### src/rtl/ohcirb_defs.vh
// Register map, field layouts and reset values of the register bank.
// Assumes inclusion by bare name from the design files.
`ifndef OHCIRB_DEFS_VH
`define OHCIRB_DEFS_VH

// Word offsets of the registers (byte addresses on the APB).
`define OHCIRB_OFF_IRQ_STATUS 8'h0C
`define OHCIRB_OFF_IRQ_ENABLE 8'h10
`define OHCIRB_OFF_IRQ_ENABLE_CLEAR 8'h14
`define OHCIRB_OFF_COMM_AREA_BASE 8'h18
`define OHCIRB_OFF_PERIODIC_CURSOR 8'h1C
`define OHCIRB_OFF_CONTROL_LIST_HEAD 8'h20

// Field positions and widths.
`define OHCIRB_WORD_W 32
`define OHCIRB_WORD_MSB 31
`define OHCIRB_MASTER_BIT 31
`define OHCIRB_SRC_W 7
`define OHCIRB_BASE_LSB 8
`define OHCIRB_BASE_W 24
`define OHCIRB_PTR_LSB 4
`define OHCIRB_PTR_W 28

// Reset values.
`define OHCIRB_SRC_RST 7'h00
`define OHCIRB_BASE_RST 24'h000000
`define OHCIRB_PTR_RST 28'h0000000
`define OHCIRB_ZERO32 32'h00000000

`endif

### src/rtl/ohcirb_top.v
// Host controller register bank: interrupt enable set and clear pair,
// communication area base, periodic cursor and control list head.
// Assumes an APB master on pclk; the list engine drives the cursor and
// event pulses synchronously to pclk.
`timescale 1ns/1ps
`include "ohcirb_defs.vh"

module ohcirb_top #(
    parameter NSRC = `OHCIRB_SRC_W
) (
    input wire pclk,
    input wire presetn,
    input wire psel,
    input wire penable,
    input wire pwrite,
    input wire [7:0] paddr,
    input wire [31:0] pwdata,
    output reg [31:0] prdata,
    output wire pready,
    output wire pslverr,
    input wire [NSRC-1:0] src_event,
    input wire cursor_load,
    input wire [31:0] cursor_addr,
    input wire [NSRC-1:0] line_req,
    output wire irq
);

    // Register state and the next values that the clocked processes load.
    // Every register is a plain flop behind a combinational next value.
    reg [NSRC-1:0] irq_status;
    reg [`OHCIRB_BASE_W-1:0] host_comm_area_base;
    reg [`OHCIRB_BASE_W-1:0] next_host_comm_area_base;
    reg [`OHCIRB_PTR_W-1:0] periodic_list_cursor;
    reg [`OHCIRB_PTR_W-1:0] next_periodic_list_cursor;
    reg [`OHCIRB_PTR_W-1:0] control_list_head;
    reg [`OHCIRB_PTR_W-1:0] next_control_list_head;
    reg master_irq_enable;
    reg next_master_irq_enable;
    reg [`OHCIRB_WORD_MSB:0] next_rdata;
    wire [NSRC-1:0] next_irq_status;

    // Source enables, synchronised requests and per-bit strobes.
    wire [NSRC-1:0] src_enable;
    wire [NSRC-1:0] line_sync;
    wire [NSRC-1:0] en_set;
    wire [NSRC-1:0] en_clr;
    wire [NSRC-1:0] status_set;
    wire [NSRC-1:0] status_clr;
    wire [NSRC-1:0] src_pending;

    // Bus phase qualifiers and register selects.
    wire access;
    wire wr;
    wire rd_setup;
    wire hit;
    wire sel_status;
    wire sel_enable;
    wire sel_enable_clear;
    wire sel_comm_base;
    wire sel_cursor;
    wire sel_head;
    wire wr_status;
    wire wr_enable;
    wire wr_enable_clear;
    wire wr_comm_base;
    wire wr_head;

    // Read words, each already zero in its reserved positions.
    wire [`OHCIRB_WORD_MSB:0] status_word;
    wire [`OHCIRB_WORD_MSB:0] enable_word;
    wire [`OHCIRB_WORD_MSB:0] comm_base_word;
    wire [`OHCIRB_WORD_MSB:0] cursor_word;
    wire [`OHCIRB_WORD_MSB:0] head_word;

    ////////////////////////////////////////////////////////////////////////
    // APB phases. The bank answers in the first access cycle, so every
    // transfer takes exactly two cycles and pready never drops.
    // A wait state would only need pready driven low; nothing else moves.
    assign access = psel & penable;
    assign wr = access & pwrite;
    assign rd_setup = psel & ~penable & ~pwrite;
    assign pready = 1'b1;

    // Address decode; one select per register of the map.
    assign sel_status = (paddr == `OHCIRB_OFF_IRQ_STATUS);
    assign sel_enable = (paddr == `OHCIRB_OFF_IRQ_ENABLE);
    assign sel_enable_clear = (paddr == `OHCIRB_OFF_IRQ_ENABLE_CLEAR);
    assign sel_comm_base = (paddr == `OHCIRB_OFF_COMM_AREA_BASE);
    assign sel_cursor = (paddr == `OHCIRB_OFF_PERIODIC_CURSOR);
    assign sel_head = (paddr == `OHCIRB_OFF_CONTROL_LIST_HEAD);
    assign hit = sel_status | sel_enable | sel_enable_clear |
                 sel_comm_base | sel_cursor | sel_head;

    // An unmapped offset is flagged in the access phase only, so that a
    // master sampling pslverr with pready sees it and nothing earlier.
    assign pslverr = access & ~hit;

    // Write strobes. The cursor has none: software cannot move it.
    assign wr_status = wr & sel_status;
    assign wr_enable = wr & sel_enable;
    assign wr_enable_clear = wr & sel_enable_clear;
    assign wr_comm_base = wr & sel_comm_base;
    assign wr_head = wr & sel_head;

    ////////////////////////////////////////////////////////////////////////
    // Source enable strobes. A one in the enable register sets a bit, a
    // one in the clear register drops it, and zeros leave bits alone.
    // The ownership change position has no strobe and always reads zero.
    assign en_set = wr_enable ? pwdata[NSRC-1:0] : {NSRC{1'b0}};
    assign en_clr = wr_enable_clear ? pwdata[NSRC-1:0] : {NSRC{1'b0}};

    ohcirb_enable_bits #(
        .N(NSRC)
    ) u_en (
        .pclk(pclk),
        .presetn(presetn),
        .set_mask(en_set),
        .clr_mask(en_clr),
        .enable(src_enable)
    );

    // External level requests come from another domain, so they are
    // synchronised before they can set a status bit.
    // A request shorter than two clocks may be missed.
    ohcirb_sync2 #(
        .W(NSRC)
    ) u_sync (
        .pclk(pclk),
        .presetn(presetn),
        .d(line_req),
        .q(line_sync)
    );

    ////////////////////////////////////////////////////////////////////////
    // Master enable. Both writes of a one name bit 31, but they reach
    // different registers, so set and clear never meet in one cycle.
    always @* begin
        next_master_irq_enable = master_irq_enable;
        if (wr_enable && pwdata[`OHCIRB_MASTER_BIT]) begin
            next_master_irq_enable = 1'b1;
        end else if (wr_enable_clear && pwdata[`OHCIRB_MASTER_BIT]) begin
            next_master_irq_enable = 1'b0;
        end
    end

    // The master enable flop. A reset leaves every interrupt masked, so
    // software meets a quiet line until it has set up its handler.
    always @(posedge pclk or negedge presetn) begin
        if (!presetn) begin
            master_irq_enable <= 1'b0;
        end else begin
            master_irq_enable <= next_master_irq_enable;
        end
    end

    ////////////////////////////////////////////////////////////////////////
    // Sticky event status, one bit per source. Events from the list
    // engine and synchronised line requests both set a bit; a one written
    // to the status register clears it. A new event in the cycle of its
    // clear wins, since losing an event would hide it from software for
    // good, while a stale bit costs only one more interrupt.
    genvar i;
    generate
        for (i = 0; i < NSRC; i = i + 1) begin : g_status
            assign status_set[i] = src_event[i] | line_sync[i];
            assign status_clr[i] = wr_status & pwdata[i];
            assign next_irq_status[i] = status_set[i] |
                                        (irq_status[i] & ~status_clr[i]);
            assign src_pending[i] = irq_status[i] & src_enable[i];
        end
    endgenerate

    // The status flops. Status records events whether or not they are
    // enabled, so software can poll with the line masked.
    always @(posedge pclk or negedge presetn) begin
        if (!presetn) begin
            irq_status <= `OHCIRB_SRC_RST;
        end else begin
            irq_status <= next_irq_status;
        end
    end

    // The line is a level: a pending source counts only while the master
    // enable is set as well.
    assign irq = master_irq_enable & (|src_pending);

    ////////////////////////////////////////////////////////////////////////
    // Pointer registers. Only the address fields are stored, so reserved
    // low bits cannot hold anything that a write puts there; the price is
    // that software cannot use them as scratch bits.
    always @* begin
        next_host_comm_area_base = host_comm_area_base;
        if (wr_comm_base) begin
            next_host_comm_area_base =
                pwdata[`OHCIRB_WORD_MSB:`OHCIRB_BASE_LSB];
        end
    end

    // Control list head; descriptors sit on 16-byte boundaries, so the
    // four low address bits are never kept.
    always @* begin
        next_control_list_head = control_list_head;
        if (wr_head) begin
            next_control_list_head =
                pwdata[`OHCIRB_WORD_MSB:`OHCIRB_PTR_LSB];
        end
    end

    // The cursor is loaded by the list engine only; bus writes are
    // ignored because the register is read-only to software.
    always @* begin
        next_periodic_list_cursor = periodic_list_cursor;
        if (cursor_load) begin
            next_periodic_list_cursor =
                cursor_addr[`OHCIRB_WORD_MSB:`OHCIRB_PTR_LSB];
        end
    end

    // Pointer flops, all zero after reset. A zero pointer is safe: the
    // list engine treats it as an empty list.
    always @(posedge pclk or negedge presetn) begin
        if (!presetn) begin
            host_comm_area_base <= `OHCIRB_BASE_RST;
            control_list_head <= `OHCIRB_PTR_RST;
            periodic_list_cursor <= `OHCIRB_PTR_RST;
        end else begin
            host_comm_area_base <= next_host_comm_area_base;
            control_list_head <= next_control_list_head;
            periodic_list_cursor <= next_periodic_list_cursor;
        end
    end

    ////////////////////////////////////////////////////////////////////////
    // Read words. Reserved positions are tied to zero here.
    // Status shows the raw events, masked or not.
    assign status_word = {{(`OHCIRB_WORD_W - NSRC){1'b0}}, irq_status};

    // The enable word keeps the ownership change position at zero.
    assign enable_word = {master_irq_enable,
                          {(`OHCIRB_WORD_W - 1 - NSRC){1'b0}},
                          src_enable};

    // Pointer words put the stored field back at its address position.
    assign comm_base_word = {host_comm_area_base,
                             {`OHCIRB_BASE_LSB{1'b0}}};
    assign cursor_word = {periodic_list_cursor,
                          {`OHCIRB_PTR_LSB{1'b0}}};
    assign head_word = {control_list_head,
                        {`OHCIRB_PTR_LSB{1'b0}}};

    // Read mux. The clear register reads as zero in every bit, as does
    // any unmapped offset, so a stray read never leaks an old value.
    // The mux follows paddr alone; the flop below decides when to take it.
    always @* begin
        next_rdata = `OHCIRB_ZERO32;
        case (paddr)
            `OHCIRB_OFF_IRQ_STATUS: begin
                next_rdata = status_word;
            end
            `OHCIRB_OFF_IRQ_ENABLE: begin
                next_rdata = enable_word;
            end
            `OHCIRB_OFF_IRQ_ENABLE_CLEAR: begin
                next_rdata = `OHCIRB_ZERO32;
            end
            `OHCIRB_OFF_COMM_AREA_BASE: begin
                next_rdata = comm_base_word;
            end
            `OHCIRB_OFF_PERIODIC_CURSOR: begin
                next_rdata = cursor_word;
            end
            `OHCIRB_OFF_CONTROL_LIST_HEAD: begin
                next_rdata = head_word;
            end
            default: begin
                next_rdata = `OHCIRB_ZERO32;
            end
        endcase
    end

    // Read data is registered in the setup cycle, so it comes from a flop
    // and is stable for the whole access cycle. It then holds until the
    // next read, which keeps the bus quiet between transfers.
    always @(posedge pclk or negedge presetn) begin
        if (!presetn) begin
            prdata <= `OHCIRB_ZERO32;
        end else if (rd_setup) begin
            prdata <= next_rdata;
        end
    end

endmodule

### src/rtl/ohcirb_enable_bits.v
// Interrupt enable bits: set by a write of one, cleared by a write of one
// to the companion clear register. Assumes one clock and an async reset.
`timescale 1ns/1ps
`include "ohcirb_defs.vh"

module ohcirb_enable_bits #(
    parameter N = 7
) (
    input wire pclk,
    input wire presetn,
    input wire [N-1:0] set_mask,
    input wire [N-1:0] clr_mask,
    output reg [N-1:0] enable
);

    ////////////////////////////////////////////////////////////////////////
    // One flop per enable; a bit written in both registers at once cannot
    // happen since a single APB write reaches only one register.
    genvar i;
    generate
        for (i = 0; i < N; i = i + 1) begin : g_en
            always @(posedge pclk or negedge presetn) begin
                if (!presetn) begin
                    enable[i] <= 1'b0;
                end else if (set_mask[i]) begin
                    enable[i] <= 1'b1;
                end else if (clr_mask[i]) begin
                    enable[i] <= 1'b0;
                end
            end
        end
    endgenerate

endmodule

### src/rtl/ohcirb_sync2.v
// Two-flop synchroniser for levels arriving from outside pclk.
// Assumes the input is a slow level, not a pulse shorter than two clocks.
`timescale 1ns/1ps

module ohcirb_sync2 #(
    parameter W = 1
) (
    input wire pclk,
    input wire presetn,
    input wire [W-1:0] d,
    output reg [W-1:0] q
);

    reg [W-1:0] meta;

    ////////////////////////////////////////////////////////////////////////
    // The first stage is read by the second stage only.
    always @(posedge pclk or negedge presetn) begin
        if (!presetn) begin
            meta <= {W{1'b0}};
            q <= {W{1'b0}};
        end else begin
            meta <= d;
            q <= meta;
        end
    end

endmodule

### config.mk
export PLATFORM = sky130hd
export DESIGN_NAME = ohcirb_top
export DESIGN_NICKNAME = d
export VERILOG_FILES = /design/src/rtl/ohcirb_top.v /design/src/rtl/ohcirb_enable_bits.v /design/src/rtl/ohcirb_sync2.v
export VERILOG_INCLUDE_DIRS = /design/src /design/src/rtl
export SDC_FILE = /design/constraint.sdc
export NUM_CORES = 1
export LEC_CHECK = 0
export ABC_AREA = 1
export ABC_CLOCK_PERIOD_IN_PS = 4300
export BUFFER_PORTS_ARGS = -buffer_cell sky130_fd_sc_hd__clkbuf_2
export CORE_MARGIN = 10
export CORE_UTILIZATION = 30
export DETAILED_ROUTE_END_ITERATION = 16
export GPL_ROUTABILITY_DRIVEN = 1
export GPL_TIMING_DRIVEN = 1
export PLACE_DENSITY = 0.47
export SYNTH_ARGS = -nofsm -noshare
export SYNTH_HDL_FRONTEND = slang
export SYNTH_HIERARCHICAL = 1
export SYNTH_SLANG_ARGS = --single-unit
### constraint.sdc
create_clock -name pclk -period 4.3 [get_ports pclk]
set_input_delay 0.86 -clock pclk [delete_from_list [all_inputs] [get_ports pclk]]
set_output_delay 0.86 -clock pclk [all_outputs]
set_load 0.02 [all_outputs]
# ---- Word-level counts from Yosys, hierarchy flattened
# Index checks and enable logic that the tools add are counted.
dict set report op_classes {
  n_eq_ne 6
  muxes 19
  bitwise 61
  reduce_logical 11
}
# operator count
set op_table {}
lappend op_table {{$pmux W32 S5} 1}
lappend op_table {{$and A1 B1 Y1} 32}
lappend op_table {{$eq A8 B5 Y1 const B} 4}
lappend op_table {{$or A1 B1 Y1} 19}
lappend op_table {{$mux W1} 16}
lappend op_table {{$reduce_bool A2 Y1} 8}
lappend op_table {{$mux W7} 2}
lappend op_table {{$not A1 Y1} 10}
lappend op_table {{$eq A8 B4 Y1 const B} 1}
lappend op_table {{$eq A8 B6 Y1 const B} 1}
lappend op_table {{$reduce_or A7 Y1} 1}
lappend op_table {{$logic_and A1 B1 Y1} 2}
dict set report word_totals {
  word_cells 112
  ff_bits 141
  out_inout_bits 35
}

# ---- Longest topological paths before layout
# Gate-level depths: netlist of run 1.
dict set report depth {
  ltp_word 8
  depth_mapped 10
  depth_no_buf 9
}

# ---- Cells and area by module
# Netlist of run 1, hierarchy kept.
# mod area_each_um2 seq_area_each_um2 cells_each instances
set by_module_without_submodules {}
lappend by_module_without_submodules {ohcirb_top 5512.8 3002.9 638 1}
lappend by_module_without_submodules {ohcirb_sync2 350.3 350.3 14 1}
lappend by_module_without_submodules {ohcirb_enable_bits 280.3 175.2 35 1}

# ---- Worst setup path before layout of run 1
# No wires, ideal clock.
dict set report synth_path {
  path_type {input to output}
  from {input port paddr[0]}
  to {output port pslverr}
  slack_ns 1.647
  required_time_ns 3.440
  t_arrival_ns 1.793
  stages 6
  cell_sequence {inv_2 -> nand2_2 -> nor2_2 -> clkbuf_1 -> o21ai_0 -> and3_1}
}
dict set report synth_between {
  elab_chain_cells 8
  word_cells_on_any_way 13
}
# item line
set synth_rtl {}
lappend synth_rtl {{start, declared} ohcirb_top.v:16} ;# input wire [7:0] paddr,
lappend synth_rtl {{$eq A8 B4 Y1 / $eq A8 B5 Y1 (equally long branches)} n/a}
lappend synth_rtl {{$or A1 B1 Y1 (3 in a row)} ohcirb_top.v:91} ;# assign hit = sel_status | sel_enable | sel_enable_clear |
lappend synth_rtl {{$or A1 B1 Y1} ohcirb_top.v:92} ;# sel_comm_base | sel_cursor | sel_head;
lappend synth_rtl {{$or A1 B1 Y1 *} ohcirb_top.v:92}
lappend synth_rtl {{$not A1 Y1 *} ohcirb_top.v:96} ;# assign pslverr = access & ~hit;
lappend synth_rtl {{$and A1 B1 Y1 *} ohcirb_top.v:96}
lappend synth_rtl {{end, declared} ohcirb_top.v:20} ;# output wire pslverr,
# Every way passes the cells marked *; elsewhere a longest branch is shown, timed or not.

# ---- Final worst setup path of run 1
# Ends and elaborated chain as after synthesis.

==> results.sh, run 1 <==
export IMPL_status="finished, final reports clean"
export IMPL_maxSlewHeadroom_pct=37.7
export IMPL_start_kind="input pin"
export IMPL_wl_per_cell_um=16.5
export IMPL_grt_pass1_vias=5142
export IMPL_die_w_um=163
export IMPL_worst_setup_path_type="input pin to output pin"
export IMPL_ir_drop_mv=0.236
export IMPL_worstMarginPinSlew_ps=935
export IMPL_r2r_slack_ps=3300
export IMPL_rsz0062_at_grt="false"
export IMPL_ys_ff_latch=141
export IMPL_finalCritPeriodShare_pct=76.9
export IMPL_cts_resized=0
export IMPL_cts_buffers_inserted=17
export IMPL_hold_viol_final=0
export IMPL_io_pins=127
export IMPL_cp_max_fo=25
export IMPL_postCtsHoldBufs=0
export IMPL_ys_warn_count=6
export IMPL_min_path_type="flip-flop to flip-flop"
export IMPL_drc=0
export IMPL_fill_cells=2159
export IMPL_setup_viol_count_final=0
export IMPL_period_needed_ps=3310
export IMPL_path_cells="clkbuf_2 -> inv_2 -> nand2_2 -> nor2_2 -> buf_4 -> and2_1 -> buf_4 -> nor2_1 -> and3_1 -> clkbuf_2"
export IMPL_post_dp_hpwl_mm=11.6
export IMPL_ys_types=27
export IMPL_r2r_start="periodic_list_cursor[2]"
export IMPL_layout_commonest_cell="nand2_1"
export IMPL_syn_avg_cell_area_sq_um=8.94
export IMPL_grt_max_degree=86
export IMPL_slew_viol_final=0
export IMPL_fp_dieH_um=163
export IMPL_htree_levels=4
export IMPL_core_sq_um=20200
export IMPL_firstDrtPassIters=4
export IMPL_antenna_found_initial=0
export IMPL_cts_sinks=141
export IMPL_total_power_w=0.00316
export IMPL_ant_nets=0
export IMPL_cpLargestDelayFamily="buffers and inverters"
export IMPL_skew_ps=11.6
export IMPL_maxCapViolations=0
export IMPL_rows=52
export IMPL_crit_buf_inv=5
export IMPL_crit_start="paddr[0]"
export IMPL_final_cell_mix="nand2_1, dfrtp_1, clkbuf_2"
export IMPL_clk_pin_slew_ps=60
export IMPL_worstHoldStart="u_sync/meta[6]"
export IMPL_portBuffers=121
export IMPL_num_vias=4810
export IMPL_cp_end_kind="output pin"
export IMPL_synth_cells=687
export IMPL_cts_tree="yes"
export IMPL_first_iter_violations=246
export IMPL_drive_gt1_share_pct=25.0
export IMPL_clock_latency_ps=420
export IMPL_p_leak_nw=3.94
export IMPL_dieArea_sq_um=26600
export IMPL_wirelength_mm=17.8
export IMPL_cp_data_arrival_time_ps=2450
export IMPL_syn_to_final_growth_pct=23.6
export IMPL_synth_nets=779
export IMPL_fmax_mhz=302
export IMPL_place_congestion=0.752
export IMPL_crit_path_top_delay_cell="buf_4"
export IMPL_critPathMaxStageDelay_ps=320
export IMPL_viasPerCell=4.44
export IMPL_cts_root_buf="clkbuf_16"
export IMPL_grt_pass1_wl_mm=28.6
export IMPL_antenna_cells=0
export IMPL_grtUsageTotal_pct=13.9
export IMPL_synthesis_area_sq_um=6140
export IMPL_powerDensity_nw_per_um2=416
export IMPL_cp_required_ps=3440
export IMPL_fin_nets=892
export IMPL_initial_utilization_pct=30.5
export IMPL_cts_setup_buffers=0
export IMPL_grt_ovfl_total=0
export IMPL_yosysSeqAreaShare_pct=57.4
export IMPL_timing_setup_tns_ps=0
export IMPL_ctsLongestPathBuffers=2
[stage by stage]
| stage | util, % | hold WS, ps | setup WS (ps) | instance area [sq um] | cells |
|---|---|---|---|---|---|
| floorplan | - | 331 | 1650 | 6140 | 687 |
| global placement | 34.5 | 332 | 986 | 6960 | 1051 |
| detailed placement | 34.5 | 337 | 985 | 6960 | 1051 |
| CTS | 37.6 | 352 | 986 | 7590 | 1083 |
| global route | 37.6 | 354 | 907 | 7590 | 1083 |
| finish | 37.6 | 351 | 992 | 7590 | 1083 |
[final timing paths]
| check | to | cells past startpoint |
|---|---|---|
| min in group asynchronous | u_sync/meta[3] | 1 |
| setup / recovery | pslverr | 10 |
| hold / removal | u_sync/q[6] | 0 |
| hold reg to reg | u_sync/q[6] | 0 |
| max in group asynchronous | host_comm_area_base[0] | 2 |
| setup reg to reg | prdata[6] | 4 |
[state kept, by name, summed over array words and instances (netlist names), 7 cells and up]
name	cells
control_list_head	28
host_comm_area_base	24
irq_status	7
periodic_list_cursor	28
prdata	32
u_en/enable	7
u_sync/meta	7
u_sync/q	7
[synthesized netlist by cell type]
cell        n  area share (%)
a221oi_1    1            0.14
mux2_2     27             4.9
clkbuf_1   13            0.79
and3_1      1            0.10
buf_2      13             1.1
nand2_4     2            0.37
o21ai_1    27             2.2
a22o_1      1            0.14
nor2_1     26             1.6
buf_4       2            0.24
a21oi_1     2            0.16
nand4_1     1            0.10
inv_1      56             3.4
inv_2       2            0.12
and2_1      2            0.20
nand2_2     2            0.20
o21ai_0    35             2.9
dfrtp_1   141              57
nand3_1    92             7.5
nor2_4      2            0.37
conb_1      1           0.061
nand2_1   222              14
o21ai_2     4            0.57
nor2_2      1            0.10
nor3_1      2            0.16
buf_6       8             1.5
a21boi_0    1            0.12
[cells by family after synthesis]
family	share of synthesized area, %
buffers and inverters	7.11
AND/OR/NAND/NOR	24.3
AO/OA/AOI/OAI	6.19
multiplexers	4.95
other	0.0610
flip-flops	57.4
[routing by layer]
layer	global-route usage (%)	routed length [um]	up-vias
met2	22.3	8550	75
met5	0	0	-
met3	3.65	771	11
li1	-	-	2430
met1	17.8	8310	2294
met4	4.30	197	0
[final cells by class]
class | count | area (sq um) | share of cell area, %
clock inverter | 12 | 184 | 2.42
inverter | 58 | 218 | 2.87
clock buffer | 20 | 447 | 5.88
multi-input combinational | 452 | 2200 | 29.0
sequential | 141 | 3530 | 46.5
tap | 270 | 338 | 4.45
timing repair buffer | 130 | 679 | 8.95
[where the power goes]
part / switching, W / internal (W) / total (W) / leakage, nW
clock network: 0.000598 / 0.000994 / 0.00159 / 0.302
logic: 0.000105 / 0.0000682 / 0.000173 / 1.80
registers: 0.0000213 / 0.00137 / 0.00139 / 1.84
total: 0.000724 / 0.00243 / 0.00316 / 3.94
[worst register-to-register path, cell delays in order, from the launching register on]
cell and delay, ps:
dfrtp_1 390, nand3_1 120, nand2_1 60, o21ai_0 230, nand2_1 70
(Power assumes the default switching activity.)
==> run 2: changes to the inputs <==
ABC_AREA = 0   (was 1)
ABC_CLOCK_PERIOD_IN_PS = 3000   (was 4300)
PLACE_DENSITY = 0.49   (was 0.47)
clock period = 3 ns   (was 4.3 ns; I/O delays follow)
==> run 2 against run 1 <==
Net effect:
- clock power up 25%
- clock skew down 6.2 ps
- largest power group is now sequential cells
- first-iteration DRC count down 19%
- area after synthesis about the same
- critical path depth down 5
- die area about the same
- flip-flop and latch count unchanged
- hold slack worse by 200 ps
- non-clock buffer count up 10
==> results.sh, run 2 <==
export IMPL_status="finished, final reports clean"
export IMPL_syn_to_final_growth_pct=24.5
export IMPL_grtUsageTotal_pct=12.5
export IMPL_fin_area_sq_um=7650
export IMPL_cts_sinks=141
export IMPL_cts_tree="yes"
export IMPL_firstDrtPassIters=4
export IMPL_synth_cells=459
export IMPL_slew_viol_final=0
export IMPL_fmax_mhz=415
export IMPL_grt_ovfl_total=0
export IMPL_synthesis_area_sq_um=6150
export IMPL_clock_latency_ps=420
export IMPL_ir_drop_mv=0.324
export IMPL_num_vias=4075
export IMPL_clk_pin_slew_ps=60
export IMPL_die_w_um=163
export IMPL_clock_power_share_pct=46.0
export IMPL_cp_required_ps=2400
export IMPL_cts_buffers_inserted=17
export IMPL_final_cell_mix="dfrtp_1, clkbuf_2, mux2_2"
export IMPL_skew_ps=5.43
export IMPL_cts_resized=0
export IMPL_worst_setup_path_type="input pin to output pin"
export IMPL_p_leak_nw=3.74
export IMPL_postCtsHoldBufs=0
export IMPL_layout_commonest_cell="dfrtp_1"
export IMPL_cp_end_kind="output pin"
export IMPL_maxCapViolations=0
export IMPL_grt_pass1_wl_mm=25.8
export IMPL_timing_setup_tns_ps=0
export IMPL_htree_levels=4
export IMPL_maxSlewHeadroom_pct=35.2
export IMPL_period_needed_ps=2410
export IMPL_largest_reg_flops=32
export IMPL_drive_gt1_share_pct=42.9
export IMPL_antenna_found_initial=0
export IMPL_yosysTopAreaCell="dfrtp_1"
export IMPL_wl_per_cell_um=18.7
export IMPL_rsz0062_at_grt="false"
export IMPL_ys_ff_latch=141
export IMPL_ys_warn_count=6
export IMPL_multi_input_area_sq_um=2440
export IMPL_synth_nets=551
export IMPL_synth_top_area_share_pct=57.4
export IMPL_drc=0
export IMPL_fin_hold_ws_ps=150
export IMPL_worstMarginPinSlew_ps=973
export IMPL_power_net_switching_w=0.00104
export IMPL_rows=52
export IMPL_synth_edf_count=0
export IMPL_fill_cells=2031
export IMPL_cp_data_arrival_time_ps=1810
export IMPL_synth_common_cells="dfrtp_1, mux2_2, mux2_4"
export IMPL_ant_nets=0
export IMPL_p_int_w=0.00327
export IMPL_seqPwrFrac_pct=46.6
export IMPL_ctsLongestPathBuffers=2
export IMPL_viasPerCell=4.65
export IMPL_dpl_cell_area_sq_um=7100
export IMPL_netlist_top_cells_area="dfrtp_1, mux2_4, mux2_2"
export IMPL_async_flop_share_pct=100
export IMPL_core_sq_um=20200
export IMPL_setup_viol_count_final=0
export IMPL_reg_largest_list="prdata (32), control_list_head (28), periodic_list_cursor (28)"
export IMPL_fin_nets=685
export IMPL_antenna_cells=0
export IMPL_powerDensity_nw_per_um2=563
export IMPL_wirelength_mm=16.4
export IMPL_cts_setup_buffers=0
export IMPL_hold_viol_final=0
export IMPL_synth_most_common_cell="dfrtp_1"
export IMPL_syn_avg_cell_area_sq_um=13.4
export IMPL_cts_root_buf="clkbuf_16"
export IMPL_start_kind="input pin"
export IMPL_pre_cts_ws_ps=584
export IMPL_layout_setup_ws_ps=590
export IMPL_first_iter_violations=199
export IMPL_grt_pass1_vias=4662
export IMPL_initial_utilization_pct=30.5
export IMPL_swShare_pct=24.2
export IMPL_min_path_type="input pin to async pin"
export IMPL_dieArea_sq_um=26600
export IMPL_synth_ff_type="dfrtp_1"
export IMPL_combinationalPowerShare_pct=7.3
export IMPL_post_dp_hpwl_mm=11.5
export IMPL_fp_dieH_um=163
export IMPL_place_congestion=0.784
export IMPL_yosysSeqAreaShare_pct=57.4
export IMPL_ys_types=45
export IMPL_io_pins=127
export IMPL_cp_max_fo=9
export IMPL_ff_latch_area_sq_um=3530
export IMPL_finalCritPeriodShare_pct=80.3
export IMPL_grt_max_degree=63
export IMPL_portBuffers=121
export IMPL_top_register="prdata"
==> run 2: cell families (layout without fill, tap and decap cells) <==
| family | after synthesis | count (layout) | share of synthesized area (%) |
|---|---|---|---|
| buffers and inverters | 33 | 180 | 2.97 |
| AND/OR/NAND/NOR | 92 | 92 | 7.98 |
| multiplexers | 107 | 107 | 21.5 |
| AO/OA/AOI/OAI | 85 | 85 | 10.1 |
| flip-flops | 141 | 141 | 57.4 |
| other | 1 | 1 | 0.0610 |
==> run 2: final timing paths <==
| path | slack (ps) | cells past startpoint | to | startpoint |
|---|---|---|---|---|
| max | 590 | 5 | pslverr | paddr[4] |
| min | 150 | 1 | periodic_list_cursor[5] | presetn |
| max reg2reg | 1800 | 4 | prdata[31] | host_comm_area_base[23] |
| min reg2reg | 350 | 0 | u_sync/q[2] | u_sync/meta[2] |
| max in group asynchronous | 2060 | 2 | host_comm_area_base[16] | presetn |
| min in group pclk | 280 | 1 | u_sync/meta[0] | line_req[0] |
==> run 2: cell type report <==
| cell class | instances | share of cell area (%) |
|---|---|---|
| Clock buffer | 19 | 5.66 |
| Clock inverter | 13 | 1.55 |
| Inverter | 8 | 0.392 |
| Multi-Input combinational cell | 285 | 31.8 |
| Sequential cell | 141 | 46.1 |
| Tap cell | 270 | 4.42 |
| Timing Repair Buffer | 140 | 10.0 |
==> run 2: metrics by stage <==
stage / cells / power, W / utilization (%)
after floorplan: 459 / 0.00219 / -
after global placement: 844 / 0.00236 / 35.2
after detailed placement: 844 / 0.00237 / 35.2
after CTS: 876 / 0.00437 / 37.9
after global routing: 876 / 0.00449 / 37.9
final: 876 / 0.00431 / 37.9
==> run 2: power groups by stage <==
stage / clock network [W] / registers, W / logic (W)
CTS: 0.00204 / 0.00201 / 0.000324
global route: 0.00212 / 0.00202 / 0.000349
finish: 0.00198 / 0.00201 / 0.000316
detailed placement: 0 / 0.00204 / 0.000323
global placement: 0 / 0.00204 / 0.000317
floorplan: 0 / 0.00205 / 0.000147
==> run 2: worst max-delay path: stages <==
cell	delay [ps]
clkbuf_2	210
or4b_4	540
o32ai_1	150
a21oi_1	130
clkbuf_2	180
==> run 2: routing by layer <==
metal | vias up | track usage (%) | part of all wire (%)
met5 | - | 0 | 0
met4 | 0 | 4.10 | 1.6
met3 | 20 | 5.91 | 7.7
met2 | 97 | 19.7 | 47
met1 | 2037 | 14.8 | 44
li1 | 1921 | - | -
